===== config.mk =====
export PLATFORM = sky130hd
export DESIGN_NAME = ssd_driver
export DESIGN_NICKNAME = d
export VERILOG_FILES = /design/src/core/ssd_pkg.sv /design/src/core/ssd_driver.sv
export VERILOG_INCLUDE_DIRS = /design/src /design/src/core
export SDC_FILE = /design/constraint.sdc
export NUM_CORES = 1
export LEC_CHECK = 0
export BUFFER_PORTS_ARGS = -buffer_cell sky130_fd_sc_hd__buf_2
export CAP_MARGIN = 15
export CORE_ASPECT_RATIO = 1.5
export CORE_UTILIZATION = 38
export DETAILED_ROUTE_END_ITERATION = 6
export GPL_ROUTABILITY_DRIVEN = 0
export HOLD_SLACK_MARGIN = 0.06
export SLEW_MARGIN = 20
export SYNTH_ARGS = -nofsm -noshare
export SYNTH_HDL_FRONTEND = slang
export SYNTH_SLANG_ARGS = --single-unit

===== constraint.sdc =====
create_clock -name clk_sys -period 2.3 [get_ports clk_sys]
set_input_delay 0.23 -clock clk_sys [delete_from_list [all_inputs] [get_ports clk_sys]]
set_output_delay 0.23 -clock clk_sys [all_outputs]
set_load 0.005 [all_outputs]

===== src/core/ssd_defs.svh =====
// constants of the shift-and-store led sink driver
`ifndef SSD_DEFS_SVH
`define SSD_DEFS_SVH
`define SSD_STAGES 8
`define SSD_PENULT_POS 6
`define SSD_LAST_POS 7
`define SSD_SYNC_DEPTH 3
`endif


===== src/core/ssd_pkg.sv =====
// types of the shift-and-store led sink driver
`include "ssd_defs.svh"
package ssd_pkg;
    typedef struct packed {
        logic serial_in;
        logic shift_clock;
        logic latch_strobe;
        logic output_enable;
    } ssd_pins_t;
    typedef struct packed {
        logic [`SSD_STAGES-1:0] o;
        logic [`SSD_STAGES-1:0] oe_n;
    } ssd_sink_t;
endpackage


===== src/core/ssd_driver.sv =====
// shift-and-store led sink driver, sampled on clk_sys
// Summary of operation
// (RULE1) each shift clock rise moves eight stages along, serial input entering stage zero
// (RULE2) strobe high makes latches follow stages; strobe low holds them
// (RULE3) output enable low turns every parallel output off
// (RULE4) outputs are inverting open drain: latched one pulls low, zero is off
// (RULE5) rising cascade output takes new last stage on each rising edge
// (RULE6) falling cascade output takes last stage on each falling edge
// (RULE7) chain from rising output with fast clocks, falling output with slow clocks
// (RULE8) no power-on state in the chain; controller loads and strobes before enabling; here reset clears the chain and the bench enables with the strobe
`include "ssd_defs.svh"
module ssd_driver #(
    parameter int STAGES = `SSD_STAGES
) (
    input wire logic clk_sys,
    input wire logic nrst,
    input wire ssd_pkg::ssd_pins_t pins,
    output ssd_pkg::ssd_sink_t led_sink_outputs,
    output logic rising_cascade_out,
    output logic falling_cascade_out
);
    import ssd_pkg::*;

    // three stage synchronisers; first stage read only by the second
    logic [`SSD_SYNC_DEPTH-1:0] sync_d_r, sync_c_r, sync_s_r, sync_e_r;
    logic [`SSD_SYNC_DEPTH-1:0] sync_d_nxt, sync_c_nxt, sync_s_nxt, sync_e_nxt;
    logic d_q_r, c_q_r, s_q_r, e_q_r;
    logic d_q_nxt, c_q_nxt, s_q_nxt, e_q_nxt;
    logic [STAGES-1:0] stage_r, stage_nxt;
    logic [STAGES-1:0] latch_r, latch_nxt;
    logic [STAGES-1:0] sink_o_r, sink_o_nxt;
    logic [STAGES-1:0] sink_oe_n_r, sink_oe_n_nxt;
    logic rco_r, rco_nxt, fco_r, fco_nxt;
    logic clk_rise, clk_fall;

    // accepted level changes only when second and third agree
    function automatic logic settle(input logic [`SSD_SYNC_DEPTH-1:0] s, input logic held);
        settle = (s[1] == s[2]) ? s[1] : held;
    endfunction

    always_comb begin
        sync_d_nxt = {sync_d_r[1:0], pins.serial_in};
        sync_c_nxt = {sync_c_r[1:0], pins.shift_clock};
        sync_s_nxt = {sync_s_r[1:0], pins.latch_strobe};
        sync_e_nxt = {sync_e_r[1:0], pins.output_enable};
        d_q_nxt = settle(sync_d_r, d_q_r);
        c_q_nxt = settle(sync_c_r, c_q_r);
        s_q_nxt = settle(sync_s_r, s_q_r);
        e_q_nxt = settle(sync_e_r, e_q_r);
    end

    always_ff @(posedge clk_sys) begin
        if (!nrst) begin
            sync_d_r <= '0;
            sync_c_r <= '0;
            sync_s_r <= '0;
            sync_e_r <= '0;
            d_q_r <= 1'b0;
            c_q_r <= 1'b0;
            s_q_r <= 1'b0;
            e_q_r <= 1'b0;
        end else begin
            sync_d_r <= sync_d_nxt;
            sync_c_r <= sync_c_nxt;
            sync_s_r <= sync_s_nxt;
            sync_e_r <= sync_e_nxt;
            d_q_r <= d_q_nxt;
            c_q_r <= c_q_nxt;
            s_q_r <= s_q_nxt;
            e_q_r <= e_q_nxt;
        end
    end

    assign clk_rise = c_q_nxt & ~c_q_r;
    assign clk_fall = ~c_q_nxt & c_q_r;

    always_comb begin
        stage_nxt = stage_r;
        latch_nxt = latch_r;
        rco_nxt = rco_r;
        fco_nxt = fco_r;
        if (clk_rise) begin
            stage_nxt = {stage_r[STAGES-2:0], d_q_r}; // see (RULE1)
            rco_nxt = stage_r[STAGES-2]; // see (RULE5)
        end
        if (clk_fall) begin
            fco_nxt = stage_r[STAGES-1]; // see (RULE6)
        end
        // latch transparent while strobe high, so it tracks new stage data
        if (s_q_r) begin
            latch_nxt = stage_nxt; // see (RULE2)
        end
        for (int i = 0; i < STAGES; i++) begin
            sink_o_nxt[i] = 1'b0;
            sink_oe_n_nxt[i] = ~(e_q_r & latch_nxt[i]); // see (RULE3) (RULE4)
        end
    end

    // reset clears the chain although the pin device has none; gives known state in sim
    always_ff @(posedge clk_sys) begin
        if (!nrst) begin
            stage_r <= '0; // see (RULE8)
            latch_r <= '0;
            rco_r <= 1'b0;
            fco_r <= 1'b0;
            sink_o_r <= '0;
            sink_oe_n_r <= '1;
        end else begin
            stage_r <= stage_nxt;
            latch_r <= latch_nxt;
            rco_r <= rco_nxt;
            fco_r <= fco_nxt;
            sink_o_r <= sink_o_nxt;
            sink_oe_n_r <= sink_oe_n_nxt;
        end
    end

    assign led_sink_outputs.o = sink_o_r;
    assign led_sink_outputs.oe_n = sink_oe_n_r;
    assign rising_cascade_out = rco_r;
    assign falling_cascade_out = fco_r;
endmodule


==> metrics.txt <==
layout cells sized above 1 0.152; register bit total from synthesis 42; die width 52.5 um; minimum clock period 1.44 ns; CTS tree done; WL/cell approximately 12 um; Core ar. 3680 um^2; Post-CTS Setup Inserts 0; vias in the first global route 932; worst hold slack around 0.14 ns; Pre-antenna DRT Iters 4; Synthesis Warnings 0; largest net degree at the start of global routing 35; Max clock buf depth 2; Critical Path Source Type register; Mapped Area 1460 um^2; R2R setup slack 0.86 ns; clock sink total 42; Slew @ Worst Pin 0.799 ns; Crit. End Element register; fin crit share 0.624; unrepaired setup endpoints after global routing no; hold depth 2; area grow syn2layout 12.0%; clk root buf clkbuf_8; Peak VDD IR 0.509 mV; Chip Height 77.8 um; PortBufs 15; Worst Setup SP s_q_r; Avg Cell Area, Syn 9.90 um^2; initial antenna violation count 0; placed insts 199; Post-CTS Hold Buffers 0; ANT nets after route 0; Seq/Total Area, Yosys 0.578; Nets 169; CP Data Required Time 2.48 ns; Slew Limit Fails 0; Routed WL 2440 um; Initial Utilization 0.395; vias post-DR ~1000; CP Data Arrival Time 1.61 ns; DR iter-0 viols 40; Max-Cap Viols 0; HP Start pins[0]; f_max 697 MHz; Final Skew 0.00574 ns; IO Pins 24; # rows 27; final core occ 0.442; global-route wire length before repair roughly 4200 um; HPWL after detailed placement approximately 1600 um; start of the worst register-to-register path s_q_r; outcome finished, final reports clean; Final TNS setup 0 ns; die footprint 4090 um^2; WS Path Type reg2reg; Final Hold Vio Count 0; total gr overflow 0; drt via density 4.84; non-filler cells, final 207; DRC violations left 0; Max FO, Critical Path 26; RR Endpoint sink_oe_n_r[7]; post-CTS sizing 0; Hold EP sync_e_r[0]; LEAKAGE 0.588 nW; Pwr per Cell Area 763 nW/um^2; overall routing resource usage 0.139; final setup vio count 0; worst-case reg-to-reg path depth 2; Reg clk slew, reported paths ~0.080 ns; synthesized instance count 147; Rel. slew slack 0.466; CTS Buf Count 5; PnR Total Power 1.24 mW; # diodes 0; H-tree depth 2; worst hold path type in2reg; Clk Latency, worst-skew pair 0.29 ns; Netlist cell types 17
metrics by stage:
step | instance area [um^2] | worst slack (ns)
after floorplan | 1480 | 1.12
final | 1630 | 0.864
after CTS | 1630 | 0.880
after global placement | 1540 | 0.947
after detailed placement | 1540 | 0.899
after global routing | 1630 | 0.710
report_power, final:
| part | switching (mW) | internal [mW] | leakage, nW |
|---|---|---|---|
| clock network | 0.235 | 0.242 | 0.0482 |
| registers | 0.00425 | 0.736 | 0.341 |
| logic | 0.0141 | 0.0121 | 0.199 |
| total | 0.253 | 0.990 | 0.588 |
cell type report:
cell class / instances / area (um^2)
tap: 43 / 53.8
timing repair buffer: 18 / 97.6
fill: 379 / 2050
clock buffer: 7 / 86.3
sequential: 42 / 841
multi-input combinational: 96 / 546
clock inverter: 1 / 5.00
synthesized netlist by cell type:
cell	n	area share
dfxtp_1	42	0.58
nor3b_1	1	0.0052
and3b_1	1	0.0060
conb_1	1	0.0026
a31oi_1	8	0.034
nor2b_1	1	0.0043
and2_1	12	0.052
mux2i_1	1	0.0069
a21boi_0	13	0.067
buf_2	1	0.0034
a311o_1	8	0.055
nand2_1	22	0.057
buf_4	9	0.046
clkbuf_1	6	0.015
nor2_1	8	0.021
o21ai_0	12	0.041
nand3b_1	1	0.0052
logic make-up (layout without fill, tap and decap cells):
logic type,Yosys count,count (layout),share of synthesized area
simple gates,46,46,0.150
other cells,1,8,0.00258
mux,1,1,0.00688
flops,42,42,0.578
buf+inv,16,26,0.0653
compound gates,41,41,0.198
cells in the final DEF (no fill, tap or decap), drive strengths merged:
master / n
dfxtp: 42
nand2: 22
buf: 18
a21boi: 13
and2: 12
o21ai: 12
nor2: 8
a311o: 8
a31oi: 8
conb: 8
clkbuf: 7
nand3b: 1
and3b: 1
nor3b: 1
mux2i: 1
nor2b: 1
clkinv: 1
worst max path at each step:
stage	slack (ns)	depth (start not counted)	end
after floorplan	1.12	4	sink_oe_n_r[0]
after global placement	0.95	2	sink_oe_n_r[6]
after detailed placement	0.90	3	latch_r[1]
after CTS	0.88	3	latch_r[0]
after global routing	0.71	3	latch_r[1]
final	0.86	2	sink_oe_n_r[7]
layer usage:
layer,track usage,wire length (um)
met5,0,0
met4,0.0789,57
met3,0.0549,97
met2,0.211,1110
met1,0.160,1180
sequential cells by signal, indices dropped and copies added, names as in the netlist:
signal	count
latch_r	8
sink_oe_n_r	8
stage_r	8
sync_c_r	3
sync_d_r	3
sync_e_r	3
sync_s_r	3
c_q_r	1
d_q_r	1
e_q_r	1
falling_cascade_out	1
rising_cascade_out	1
s_q_r	1
critical path: stages, from the launching register on:
cell,delay [ns]
dfxtp_1,0.84
nor2_1,0.12
a311o_1,0.36
No activity file was read; power rests on OpenSTA's default activity.
